===== src/verilog/stc_pkg.sv =====
package stc_pkg;

  // ----------------------------------------------------------------
  // clock and pwm timing
  // ----------------------------------------------------------------
  localparam int CLK_HZ = 100_000_000;
  localparam int PWM_PERIOD_NS = 50_000;
  localparam int PWM_PERIOD_CYCLES = (PWM_PERIOD_NS / 1000) * (CLK_HZ / 1_000_000);

  // ----------------------------------------------------------------
  // register map (byte addresses, one aligned word each)
  // ----------------------------------------------------------------
  localparam logic [7:0] ADDR_CTRL = 8'h00;
  localparam logic [7:0] ADDR_CURRENT = 8'h04;
  localparam logic [7:0] ADDR_STATUS = 8'h08;
  localparam logic [7:0] ADDR_COIL_X = 8'h0C;
  localparam logic [7:0] ADDR_COIL_Y = 8'h10;
  localparam logic [7:0] ADDR_STEPS = 8'h14;

  // control register fields
  localparam int CTRL_DIR_BIT = 0;
  localparam int CTRL_POL_BIT = 1;
  localparam int CTRL_EN_BIT = 2;
  localparam int CTRL_RES_LSB = 4;
  localparam int CTRL_RES_MSB = 6;

  // status register fields
  localparam int STAT_POS_LSB = 0;
  localparam int STAT_POS_MSB = 6;
  localparam int STAT_DIR_BIT = 8;
  localparam int STAT_RES_LSB = 12;
  localparam int STAT_RES_MSB = 14;
  localparam int STAT_CUR_LSB = 16;
  localparam int STAT_CUR_MSB = 20;

  // coil register fields
  localparam int COIL_MAG_MSB = 15;
  localparam int COIL_NEG_BIT = 31;

  // reset values
  localparam logic [6:0] POS_RESET = 7'h00;
  localparam logic [4:0] CUR_RESET = 5'h00;
  localparam logic [15:0] STEPS_RESET = 16'h0000;
  localparam logic [15:0] STEPS_ONE = 16'h0001;
  localparam logic [31:0] WORD_ZERO = 32'h0000_0000;

  // ----------------------------------------------------------------
  // step resolution codes
  // ----------------------------------------------------------------
  localparam logic [2:0] RES_1_32 = 3'h0;
  localparam logic [2:0] RES_1_16 = 3'h1;
  localparam logic [2:0] RES_1_8 = 3'h2;
  localparam logic [2:0] RES_1_4 = 3'h3;
  localparam logic [2:0] RES_1_2 = 3'h4;
  localparam logic [2:0] RES_FULL = 3'h5;

  // ----------------------------------------------------------------
  // carriers
  // ----------------------------------------------------------------
  typedef struct packed {
    logic psel;
    logic penable;
    logic pwrite;
    logic [7:0] paddr;
    logic [31:0] pwdata;
  } stc_apb_req_t;

  typedef struct packed {
    logic pready;
    logic [31:0] prdata;
    logic pslverr;
  } stc_apb_rsp_t;

  typedef struct packed {
    logic negative;
    logic [15:0] magnitude;
  } stc_coil_t;

  // ----------------------------------------------------------------
  // shared arithmetic
  // ----------------------------------------------------------------
  // table units moved per trigger; unused codes fall back to finest
  function automatic logic [6:0] stc_step_increment(input logic [2:0] res);
    case (res)
      RES_1_32: stc_step_increment = 7'h01;
      RES_1_16: stc_step_increment = 7'h02;
      RES_1_8: stc_step_increment = 7'h04;
      RES_1_4: stc_step_increment = 7'h08;
      RES_1_2: stc_step_increment = 7'h10;
      RES_FULL: stc_step_increment = 7'h20;
      default: stc_step_increment = 7'h01;
    endcase
  endfunction

  // nearest grid point of a power-of-two grid, ties round up, wraps mod 128
  function automatic logic [6:0] stc_snap_nearest(input logic [6:0] pos, input logic [6:0] inc);
    logic [6:0] half;
    half = inc >> 1;
    stc_snap_nearest = (pos + half) & ~(inc - 7'h01);
  endfunction

  // sine magnitude (tenths of percent) scaled by peak current code plus one
  function automatic logic [15:0] stc_scale(input logic [9:0] mag, input logic [4:0] cur);
    logic [5:0] gain;
    gain = {1'b0, cur} + 6'h01;
    stc_scale = mag * gain;
  endfunction

endpackage


===== src/verilog/stc_sine_lut.sv =====
`timescale 1ns/10ps
module stc_sine_lut
  import stc_pkg::*;
(
  // table position in 1/32 micro-steps
  input wire logic [6:0] position,
  // coil x follows sine, coil y cosine
  output logic [9:0] x_mag,
  output logic x_neg,
  output logic [9:0] y_mag,
  output logic y_neg
);

  // ----------------------------------------------------------------
  // quarter wave, tenths of percent of peak current
  // ----------------------------------------------------------------
  function automatic logic [9:0] quarter(input logic [5:0] k);
    case (k)
      6'h00: quarter = 10'd0;    6'h01: quarter = 10'd35;   6'h02: quarter = 10'd81;
      6'h03: quarter = 10'd127;  6'h04: quarter = 10'd174;  6'h05: quarter = 10'd221;
      6'h06: quarter = 10'd267;  6'h07: quarter = 10'd314;  6'h08: quarter = 10'd349;
      6'h09: quarter = 10'd383;  6'h0A: quarter = 10'd430;  6'h0B: quarter = 10'd465;
      6'h0C: quarter = 10'd500;  6'h0D: quarter = 10'd546;  6'h0E: quarter = 10'd581;
      6'h0F: quarter = 10'd616;  6'h10: quarter = 10'd651;  6'h11: quarter = 10'd686;
      6'h12: quarter = 10'd721;  6'h13: quarter = 10'd755;  6'h14: quarter = 10'd790;
      6'h15: quarter = 10'd826;  6'h16: quarter = 10'd849;  6'h17: quarter = 10'd872;
      6'h18: quarter = 10'd895;  6'h19: quarter = 10'd918;  6'h1A: quarter = 10'd930;
      6'h1B: quarter = 10'd941;  6'h1C: quarter = 10'd953;  6'h1D: quarter = 10'd965;
      6'h1E: quarter = 10'd977;  6'h1F: quarter = 10'd988;  6'h20: quarter = 10'd1000;
      default: quarter = 10'd0;
    endcase
  endfunction

  function automatic logic [9:0] wave_mag(input logic [6:0] a);
    wave_mag = a[5] ? quarter(6'h20 - {1'b0, a[4:0]}) : quarter({1'b0, a[4:0]});
  endfunction

  wire [6:0] cos_angle = position + 7'h20;

  assign x_mag = wave_mag(position);
  assign x_neg = position[6] & (x_mag != 10'd0);
  assign y_mag = wave_mag(cos_angle);
  assign y_neg = cos_angle[6] & (y_mag != 10'd0);

endmodule


===== src/verilog/stc_pwm_timer.sv =====
`timescale 1ns/10ps
module stc_pwm_timer
  import stc_pkg::*;
#(
  parameter int PERIOD_CYCLES = PWM_PERIOD_CYCLES
) (
  // clock and reset
  input wire logic clk,
  input wire logic sys_rst,
  // one-cycle pulse at the start of each pwm period
  output logic period_start
);

  logic [15:0] count;
  localparam logic [15:0] LAST = 16'(PERIOD_CYCLES - 1);

  wire wrap = (count == LAST);

  always_ff @(posedge clk or posedge sys_rst) begin
    if (sys_rst) begin
      count <= 16'h0000;
      period_start <= 1'b0;
    end else begin
      count <= wrap ? 16'h0000 : count + 16'h0001;
      period_start <= wrap;
    end
  end

endmodule


===== src/verilog/stc_translator.sv =====
`timescale 1ns/10ps
module stc_translator
  import stc_pkg::*;
#(
  parameter int PWM_CYCLES = PWM_PERIOD_CYCLES
) (
  // clock and reset
  input wire logic clk,
  input wire logic sys_rst,
  // register bus
  input wire stc_apb_req_t apb_req,
  output stc_apb_rsp_t apb_rsp,
  // step and direction pins from the controller
  input wire logic step_trigger_input,
  input wire logic direction_pin,
  // translator state
  output logic [6:0] translator_position,
  output logic step_pulse,
  output logic drivers_enable,
  // coil current targets
  output stc_coil_t coil_x_target,
  output stc_coil_t coil_y_target,
  output logic pwm_period_start
);

  // ----------------------------------------------------------------
  // pin synchronisers
  // ----------------------------------------------------------------
  logic step_meta;
  logic step_sync;
  logic step_prev;
  logic dir_meta;
  logic dir_sync;

  always_ff @(posedge clk or posedge sys_rst) begin
    if (sys_rst) begin
      step_meta <= 1'b0;
      step_sync <= 1'b0;
      step_prev <= 1'b0;
      dir_meta <= 1'b0;
      dir_sync <= 1'b0;
    end else begin
      step_meta <= step_trigger_input;
      step_sync <= step_meta;
      step_prev <= step_sync;
      dir_meta <= direction_pin;
      dir_sync <= dir_meta;
    end
  end

  // ----------------------------------------------------------------
  // control state written by software
  // ----------------------------------------------------------------
  logic direction_control_bit;
  logic step_edge_polarity_bit;
  logic [2:0] step_resolution_select;
  logic [4:0] peak_current_setting;
  logic [15:0] step_count;

  // ----------------------------------------------------------------
  // bus decode
  // ----------------------------------------------------------------
  wire access = apb_req.psel & apb_req.penable;
  wire first_access = access & ~apb_rsp.pready;
  wire commit = access & apb_rsp.pready;
  wire write_commit = commit & apb_req.pwrite;

  wire hit_ctrl = (apb_req.paddr == ADDR_CTRL);
  wire hit_current = (apb_req.paddr == ADDR_CURRENT);
  wire hit_status = (apb_req.paddr == ADDR_STATUS);
  wire hit_coil_x = (apb_req.paddr == ADDR_COIL_X);
  wire hit_coil_y = (apb_req.paddr == ADDR_COIL_Y);
  wire hit_steps = (apb_req.paddr == ADDR_STEPS);
  wire mapped = hit_ctrl | hit_current | hit_status | hit_coil_x | hit_coil_y | hit_steps;

  wire wr_ctrl = write_commit & hit_ctrl;
  wire wr_current = write_commit & hit_current;
  wire wr_steps = write_commit & hit_steps;

  // ----------------------------------------------------------------
  // trigger edge and direction
  // ----------------------------------------------------------------
  wire edge_rise = step_sync & ~step_prev;
  wire edge_fall = ~step_sync & step_prev;
  // bit clear: rising edge steps; bit set: falling edge steps
  wire step_accept = step_edge_polarity_bit ? edge_fall : edge_rise;
  // drivers_enable deliberately plays no part in stepping
  wire step_now = step_accept;
  wire step_down = dir_sync ^ direction_control_bit;

  // ----------------------------------------------------------------
  // position arithmetic
  // ----------------------------------------------------------------
  // resolution in force for the last accepted trigger
  logic [2:0] applied_resolution;

  wire [6:0] new_inc = stc_step_increment(step_resolution_select);
  wire [6:0] old_inc = stc_step_increment(applied_resolution);
  wire going_finer = (new_inc < old_inc);
  // an offset carried from an earlier coarse phase is dropped when refining
  wire [6:0] snapped = stc_snap_nearest(translator_position, new_inc);
  // coarser or equal: step from where we stand, offset kept if off grid
  wire [6:0] base_position = going_finer ? snapped : translator_position;
  wire [6:0] position_up = base_position + new_inc;
  wire [6:0] position_down = base_position - new_inc;
  wire [6:0] next_position = step_down ? position_down : position_up;

  always_ff @(posedge clk or posedge sys_rst) begin
    if (sys_rst) begin
      translator_position <= POS_RESET;
      applied_resolution <= RES_1_32;
      step_pulse <= 1'b0;
    end else begin
      step_pulse <= step_now;
      if (step_now) begin
        translator_position <= next_position;
        applied_resolution <= step_resolution_select;
      end
    end
  end

  // ----------------------------------------------------------------
  // step counter, a trigger in the clearing cycle still counts
  // ----------------------------------------------------------------
  wire [15:0] count_inc = step_count + STEPS_ONE;
  wire [15:0] next_step_count = wr_steps ? (step_now ? STEPS_ONE : STEPS_RESET) :
                                (step_now ? count_inc : step_count);

  always_ff @(posedge clk or posedge sys_rst) begin
    if (sys_rst) begin
      step_count <= STEPS_RESET;
    end else begin
      step_count <= next_step_count;
    end
  end

  // ----------------------------------------------------------------
  // control registers
  // ----------------------------------------------------------------
  always_ff @(posedge clk or posedge sys_rst) begin
    if (sys_rst) begin
      direction_control_bit <= 1'b0;
      step_edge_polarity_bit <= 1'b0;
      drivers_enable <= 1'b0;
      step_resolution_select <= RES_1_32;
    end else if (wr_ctrl) begin
      direction_control_bit <= apb_req.pwdata[CTRL_DIR_BIT];
      step_edge_polarity_bit <= apb_req.pwdata[CTRL_POL_BIT];
      drivers_enable <= apb_req.pwdata[CTRL_EN_BIT];
      // a new resolution only waits here until the next trigger
      step_resolution_select <= apb_req.pwdata[CTRL_RES_MSB:CTRL_RES_LSB];
    end
  end

  always_ff @(posedge clk or posedge sys_rst) begin
    if (sys_rst) begin
      peak_current_setting <= CUR_RESET;
    end else if (wr_current) begin
      peak_current_setting <= apb_req.pwdata[4:0];
    end
  end

  // ----------------------------------------------------------------
  // pwm period and peak current in force
  // ----------------------------------------------------------------
  logic period_tick;
  logic [4:0] active_current;

  stc_pwm_timer #(
    .PERIOD_CYCLES(PWM_CYCLES)
  ) u_pwm_timer (
    .clk(clk),
    .sys_rst(sys_rst),
    .period_start(period_tick)
  );

  assign pwm_period_start = period_tick;

  // a mid-period change would distort the running pwm cycle, so it waits
  always_ff @(posedge clk or posedge sys_rst) begin
    if (sys_rst) begin
      active_current <= CUR_RESET;
    end else if (period_tick) begin
      active_current <= peak_current_setting;
    end
  end

  // ----------------------------------------------------------------
  // coil targets
  // ----------------------------------------------------------------
  logic [9:0] x_mag;
  logic [9:0] y_mag;
  logic x_neg;
  logic y_neg;

  stc_sine_lut u_sine_lut (
    .position(translator_position),
    .x_mag(x_mag),
    .x_neg(x_neg),
    .y_mag(y_mag),
    .y_neg(y_neg)
  );

  wire [15:0] x_scaled = stc_scale(x_mag, active_current);
  wire [15:0] y_scaled = stc_scale(y_mag, active_current);

  always_ff @(posedge clk or posedge sys_rst) begin
    if (sys_rst) begin
      coil_x_target <= '0;
      coil_y_target <= '0;
    end else begin
      coil_x_target <= '{negative: x_neg, magnitude: x_scaled};
      coil_y_target <= '{negative: y_neg, magnitude: y_scaled};
    end
  end

  // ----------------------------------------------------------------
  // read data
  // ----------------------------------------------------------------
  logic [31:0] ctrl_word;
  logic [31:0] current_word;
  logic [31:0] status_word;
  logic [31:0] coil_x_word;
  logic [31:0] coil_y_word;

  always_comb begin
    ctrl_word = WORD_ZERO;
    ctrl_word[CTRL_DIR_BIT] = direction_control_bit;
    ctrl_word[CTRL_POL_BIT] = step_edge_polarity_bit;
    ctrl_word[CTRL_EN_BIT] = drivers_enable;
    ctrl_word[CTRL_RES_MSB:CTRL_RES_LSB] = step_resolution_select;
  end

  always_comb begin
    current_word = WORD_ZERO;
    current_word[4:0] = peak_current_setting;
  end

  always_comb begin
    status_word = WORD_ZERO;
    status_word[STAT_POS_MSB:STAT_POS_LSB] = translator_position;
    status_word[STAT_DIR_BIT] = step_down;
    status_word[STAT_RES_MSB:STAT_RES_LSB] = applied_resolution;
    status_word[STAT_CUR_MSB:STAT_CUR_LSB] = active_current;
  end

  always_comb begin
    coil_x_word = WORD_ZERO;
    coil_x_word[COIL_MAG_MSB:0] = coil_x_target.magnitude;
    coil_x_word[COIL_NEG_BIT] = coil_x_target.negative;
    coil_y_word = WORD_ZERO;
    coil_y_word[COIL_MAG_MSB:0] = coil_y_target.magnitude;
    coil_y_word[COIL_NEG_BIT] = coil_y_target.negative;
  end

  wire [31:0] read_word = hit_ctrl ? ctrl_word :
                          hit_current ? current_word :
                          hit_status ? status_word :
                          hit_coil_x ? coil_x_word :
                          hit_coil_y ? coil_y_word :
                          hit_steps ? {16'h0000, step_count} : WORD_ZERO;

  // ----------------------------------------------------------------
  // bus response: one wait state, then the access completes
  // ----------------------------------------------------------------
  // the fixed wait state keeps read data a clean flop output
  always_ff @(posedge clk or posedge sys_rst) begin
    if (sys_rst) begin
      apb_rsp <= '0;
    end else begin
      apb_rsp.pready <= first_access;
      if (first_access) begin
        apb_rsp.prdata <= apb_req.pwrite ? WORD_ZERO : read_word;
        apb_rsp.pslverr <= ~mapped;
      end else begin
        apb_rsp.prdata <= WORD_ZERO;
        apb_rsp.pslverr <= 1'b0;
      end
    end
  end

endmodule


===== config.mk =====
export PLATFORM = sky130hd
export DESIGN_NAME = stc_translator
export DESIGN_NICKNAME = d
export VERILOG_FILES = /design/src/verilog/stc_pkg.sv /design/src/verilog/stc_sine_lut.sv /design/src/verilog/stc_pwm_timer.sv /design/src/verilog/stc_translator.sv
export SDC_FILE = /design/constraint.sdc
export NUM_CORES = 1
export LEC_CHECK = 0
export ABC_AREA = 1
export BUFFER_PORTS_ARGS = -buffer_cell sky130_fd_sc_hd__buf_4
export CELL_PAD_IN_SITES_DETAIL_PLACEMENT = 1
export CELL_PAD_IN_SITES_GLOBAL_PLACEMENT = 2
export CORE_MARGIN = 5
export CORE_UTILIZATION = 32
export DETAILED_ROUTE_END_ITERATION = 10
export PLACE_DENSITY_LB_ADDON = 0.08
export SLEW_MARGIN = 20
export SYNTH_ARGS = -nofsm -noshare
export SYNTH_HDL_FRONTEND = slang
export SYNTH_SLANG_ARGS = --single-unit

===== constraint.sdc =====
create_clock -name clk -period 5.8 [get_ports clk]
set_clock_uncertainty 0.2 [all_clocks]
set_input_delay 1.16 -clock clk [delete_from_list [all_inputs] [get_ports clk]]
set_output_delay 1.16 -clock clk [all_outputs]
set_load 0.05 [all_outputs]

* Word level (Yosys, flattened, before mapping) *
Memories as Yosys holds them, arrays and structs flattened.
Cells that the tools add are included.

storage, ports and cells
  flip-flop bits (word level) = 133
  ROM bits = 1920
  output and inout port bits = 78
  logic and storage cells = 103
  memories = 4

memory list
  name             depth  width  read ports  clocked after memory_dff  wr ports  line                text
  (no name shown)  64     10     1           0                         0         stc_sine_lut.sv:18  case (k)
  (no name shown)  64     10     1           0                         0         stc_sine_lut.sv:18
  (no name shown)  32     10     1           0                         0         stc_sine_lut.sv:18
  (no name shown)  32     10     1           0                         0         stc_sine_lut.sv:18

operators by class
  $add $sub $neg = 10
  $mul = 2
  magnitude comparators = 1
  equal/unequal tests = 16
  mux-type cells = 19
  bitwise logic cells = 23
  reduce and logical (&&, ||, !) cells = 4

operators by type and width
  operator                                                            count
  32-bit two-way mux                                                  6
  16-bit two-way mux                                                  4
  6-bit one-hot mux with 5 select lines                               2
  33-bit two-way mux                                                  1
  16-bit by 1-bit adder with 16-bit output (second input constant)    2
  10-bit by 6-bit multiplier with 16-bit output                       2
  10-bit two-way mux                                                  2
  10-bit nonzero test                                                 2
  16-bit by 13-bit == test with 1-bit output (second input constant)  1
  8-bit by 4-bit == test with 1-bit output (second input constant)    2
  8-bit by 5-bit == test with 1-bit output (second input constant)    2
  7-bit two-way mux                                                   2
  3-bit by 2-bit == test with 1-bit output (second input constant)    4
  3-bit == test (second input constant)                               4
  6-bit by 5-bit subtractor with 6-bit output (first input constant)  2
  1-bit AND                                                           11
  8-bit by 3-bit == test with 1-bit output (second input constant)    1
  8-bit logical NOT                                                   1
  7-bit by 6-bit adder with 7-bit output                              1
  7-bit by 6-bit adder with 7-bit output (second input constant)      1
  7-bit adder                                                         1
  7-bit AND                                                           1
  7-bit < comparator                                                  1
  7-bit NOT                                                           1
  9 further kinds                                                     18

* Logic depth before layout (Yosys ltp) *
  depth in word-level cells = 9
  mapped depth = 32

* Hierarchy *
A second synthesis with hierarchy kept.

second synthesis, totals
  cell total of the unflattened synthesis = 1628
  area, all modules = 11890.2 µm²

by module, submodules not included
  module          instances  cells each  area an instance (µm²)  sequential area each (µm²)
  stc_translator  1          1147        9226.3                  2652.5
  stc_sine_lut    1          348         1719.1                  0.0
  stc_pwm_timer   1          133         944.7                   425.4

* Worst setup path before layout *
No wires, ideal clock.

  kind = register -> register
  start = register translator_position[1]
  end = register coil_y_target[15] (netlist bit)
  setup time = 0.079 ns
  arrival time = 5.677 ns
  required time = 5.521 ns
  path slack = -0.156 ns
  cell stages (with the launch flop) = 30
  buffers on the path = 1
  clock period less this slack = 5.956 ns
  path through = dfrtp_1 > inv_1 > ha_1 > buf_2 > inv_2 > ha_1 > clkinv_1 > nand2_1 > o21ai_0 > nand2_1 > o21ai_0 > nand2_1 > nand3_1 > a21boi_2 > inv_1 > nor2_1 > fa_1 > fa_1 > inv_1 > fa_1 > inv_1 > ha_1 > a21oi_1 > nand2_1 > a21oi_1 > o21ai_0 > nand2_1 > nand2_1 > a21oi_1 > xor2_1

between the ends
  longest elaborated chain between the ends = 5
  elaborated cells between the ends (all ways) = 6
  those cells by class = add/sub (2); mul (1); mux (1); memory (2)

RTL lines
  element                                          line                   text
  start: declaration                               stc_translator.sv:17   output logic [6:0] translator_position,
  start signal: assignment                         stc_translator.sv:116  translator_position <= next_position;
  7-bit by 6-bit adder with 7-bit output *         stc_sine_lut.sv:38     wire [6:0] cos_angle = position + 7'h20;
  6-bit by 5-bit subtractor with 6-bit output      stc_sine_lut.sv:35     wave_mag = a[5] ? quarter(6'h20 - {1'b0, a[4:0]}) : quarter({1'b0, a[4:0]});
  memory 64 x 10 bit                               -
  10-bit two-way mux *                             stc_sine_lut.sv:35
  10-bit by 6-bit multiplier with 16-bit output *  stc_pkg.sv:106         stc_scale = mag * gain;
  named net y_scaled[15]                           stc_translator.sv:205  wire [15:0] y_scaled = stc_scale(y_mag, active_current);
  end signal: assignment                           stc_translator.sv:213  coil_y_target <= '{negative: y_neg, magnitude: y_scaled};
  end: declaration                                 stc_translator.sv:22   output stc_coil_t coil_y_target,

The timed path passes the listed nets; every way through them passes the cells marked *.
A chain may end at the register's enable or synchronous reset.

* Final worst setup path *
  start = register translator_position[1]
  end = register coil_x_target[15] (netlist bit)

between the ends
  longest elaborated chain between the ends = 4
  elaborated cells between the ends (all ways) = 5
  those cells by class = add/sub (1); mul (1); mux (1); memory (2)

RTL lines
  element                                          line                   text
  6-bit by 5-bit subtractor with 6-bit output      stc_sine_lut.sv:35
  memory 64 x 10 bit                               -
  10-bit two-way mux *                             stc_sine_lut.sv:35
  10-bit by 6-bit multiplier with 16-bit output *  stc_pkg.sv:106
  named net x_scaled[15]                           stc_translator.sv:204  wire [15:0] x_scaled = stc_scale(x_mag, active_current);
  end signal: assignment                           stc_translator.sv:212  coil_x_target <= '{negative: x_neg, magnitude: x_scaled};
  end: declaration                                 stc_translator.sv:21   output stc_coil_t coil_x_target,

Marked as above.

==> results.py <==
metrics = {
    "worst_setup_path": {
        "timing.rr.start": "translator_position[1]",
        "crit_top_cell": "nand2_1",
        "critPathMaxStageDelay_ns": 0.54,
        "crit_slowest_cell": "fa_1",
        "cp-start-kind": "flop",
        "reg2reg_setup_slack_ns": 0.40,
        "end_kind": "flop",
        "crit_fanout": 6,
        "cp_data_required_time_ns": 5.92,
        "rr_worst_depth": 29,
        "critical_path_arrival_ns": 5.51,
        "r2r-end": "coil_x_target[15]",
        "criticalPathCategory": "reg2reg",
    },
    "floorplanning": {
        "chipWidth_um": 195,
        "io_pins": 125,
        "num_rows": 67,
        "initial_core_util": 0.325,
        "dieArea_um2": 38000,
        "dieHeight_um": 195,
        "core-area_um2": 33600,
    },
    "min_path": {
        "min_to": "dir_sync",
        "hp-class": "reg2reg",
        "hp-start": "dir_meta",
        "hold_depth": 0,
    },
    "synth": {
        "synth_top_flop_cell": "dfrtp_1",
        "synth_edf_count": 0,
        "synth_area_leaders": "dfrtp_1, fa_1, nand2_1",
        "syn_area_um2": 10900,
        "async_reset_ff_frac": 1.00,
        "netlist.area_leader.share": 0.282,
        "syn_avg_cell_area_um2": 7.58,
        "postSynthRegisterBits": 123,
        "syn_inst": 1443,
        "synth.largest_area_cell": "dfrtp_1",
        "yosysSeqAreaShare": 0.282,
        "yosys_warnings": 0,
        "yosysUniqueCellTypes": 52,
    },
    "flow_run": {
        "drv_cap": 0,
    },
    "power_and_ir_drop": {
        "internal_power_mw": 3.12,
        "switching_power_mw": 3.45,
        "p_leak_nw": 6.71,
        "pwr-share-clk": 0.168,
        "seq_power_share": 0.176,
        "ir_drop_v": 0.000257,
        "switching_share": 0.525,
        "powerDensity_nw_per_um2": 503,
        "comb_power_share": 0.655,
    },
    "sta": {
        "hold_viol": 0,
        "fin_crit_sh": 0.931,
        "period_minus_slack_ns": 5.40,
        "max_freq_ghz": 0.185,
        "whs_ns": 0.156,
        "setup_violations": 0,
        "slew_headroom": 0.529,
        "setup_tns_ns": 0,
        "worst_pin_slew_ns": 0.705,
        "slew_viol_final": 0,
    },
    "global_routing": {
        "grt_max_degree": 52,
        "antenna_found_initial": 1,
        "grtUsageTotal": 0.196,
        "gr-total-overflow": 0,
        "grt_pass1_wl_mm": 59.6,
        "grt_pass1_vias": 10500,
    },
    "clock_tree": {
        "clk_path_buf_depth": 2,
        "clk_latency_ns": 0.43,
        "root_buffer": "clkbuf_16",
        "ctsHoldBuffers": 0,
        "cts_tree": "done",
        "htree_levels": 4,
        "clkSlewWorstSetupHoldPaths_ns": 0.06,
        "cts_buffers": 17,
        "clock_sinks": 123,
    },
    "finish": {
        "fillCellCount": 4160,
        "syn2layout_area_growth_pct": 19.4,
        "num-nets-final": 1765,
        "fin_area_um2": 13100,
        "multi_input_area_um2": 6820,
        "drive_gt1_frac": 0.159,
        "diodes": 0,
        "seq_area_um2": 3080,
    },
    "place": {
        "port-buffer-count": 89,
        "dpl-instance-area_um2": 12300,
        "hpwl_mm": 30.0,
        "gp_congestion": 0.844,
    },
    "detailed_routing": {
        "drtIter0Drc": 347,
        "wl_per_cell_um": 18.2,
        "firstDrtPassIters": 4,
        "drt_wl_total_mm": 37.0,
        "drc": 0,
        "drt-vias-per-instance": 4.87,
        "antenna_left": 0,
        "vias": 9885,
    },
    "outcome": {
        "status": "complete, no violations",
    },
}
[how the worst max path moves through the flow]
stage	from	endpoint	slack (ns)	depth (start not counted)
after floorplan	translator_position[0]	coil_x_target[15]	0.02	29
after global placement	translator_position[1]	coil_y_target[14]	0.05	29
after detailed placement	translator_position[1]	coil_y_target[14]	0.006	29
after CTS	translator_position[1]	coil_y_target[14]	0.02	29
after global routing	translator_position[1]	coil_y_target[15]	-0.03	27
final	translator_position[1]	coil_x_target[15]	0.40	29
[critical path, delay by kind of cell, from the launching register on]
family / cells / cell delay, ns
AND/OR/NAND/NOR: 11 / 0.99
flip-flops: 1 / 0.41
adder cells (fa/ha/maj): 6 / 2.33
buffers and inverters: 7 / 0.66
AO/OA/AOI/OAI: 5 / 0.69
[cell usage in the layout, fill, tap and decap left out, types with 13 or more instances in the layout]
| cell type | n |
|---|---|
| inv_1 | 208 |
| nand2_1 | 286 |
| nor2_1 | 164 |
| xor2_1 | 30 |
| inv_2 | 13 |
| buf_4 | 151 |
| a21oi_1 | 75 |
| nor3_1 | 16 |
| nand4_1 | 15 |
| dfrtp_1 | 121 |
| nand2_2 | 13 |
| ha_1 | 79 |
| nand3_1 | 98 |
| clkbuf_16 | 17 |
| o21ai_0 | 87 |
| fa_1 | 68 |
[state kept, by name, summed over array words and instances, names as in the netlist, 3 cells and up]
name,flops
coil_x_target,17
u_pwm_timer.count,16
step_count,16
apb_rsp,24
active_current,5
applied_resolution,3
peak_current_setting,5
translator_position,7
coil_y_target,17
step_resolution_select,3
[power by group through the flow]
stage	clock network [mW]	registers, mW	logic (mW)
finish	1.11	1.16	4.30
global route	1.17	1.18	4.82
CTS	1.13	1.16	4.26
detailed placement	0	1.17	4.23
global placement	0	1.17	4.19
floorplan	0	1.47	2.42
[Yosys cell counts (all sizes together) (15+ instances only)]
library cell and n:
a21oi 80, buf 36, clkbuf 18, dfrtp 123
fa 68, ha 81, inv 222, nand2 302
nand3 100, nand4 15, nor2 171, nor3 19
o21ai 102, xor2 30
[per-layer routing]
metal / share of wire / wire (um) / vias to the layer above / global-route usage
li1: - / - / 4863 / -
met1: 0.49 / 18300 / 4872 / 0.278
met2: 0.47 / 17400 / 123 / 0.329
met3: 0.023 / 842 / 27 / 0.0196
met4: 0.012 / 438 / 0 / 0.0375
met5: 0 / 0 / - / 0
[cell families after synthesis]
family,synth area share
simple gates,0.251
buf+inv,0.105
compound gates,0.113
fa+ha+maj,0.217
flops,0.282
xor+xnor,0.0304
other cells,0.000343
mux,0.00103
[what timing repair did]
item,in CTS,in global routing
pin swaps,0,3
gates resized for setup,1,27
endpoints found under the setup margin,2,9
buffers inserted,0,4
[cell type report]
cell class | count | area share
Clock buffer | 22 | 0.0356
Clock inverter | 10 | 0.0106
Inverter | 223 | 0.0645
Multi-Input combinational cell | 1052 | 0.523
Sequential cell | 123 | 0.236
Tap cell | 448 | 0.0430
Timing Repair Buffer | 152 | 0.0877
[stage by stage]
stage | power, mW | instances | setup slack, ns | util
after CTS | 6.55 | 2026 | 0.0205 | 0.385
after global placement | 5.37 | 1994 | 0.0517 | 0.367
after global routing | 7.16 | 2030 | -0.0333 | 0.388
after detailed placement | 5.41 | 1994 | 0.00574 | 0.367
after floorplan | 3.89 | 1452 | 0.0179 | -
final | 6.57 | 2030 | 0.401 | 0.388
Power figures use the tool's default switching activity.
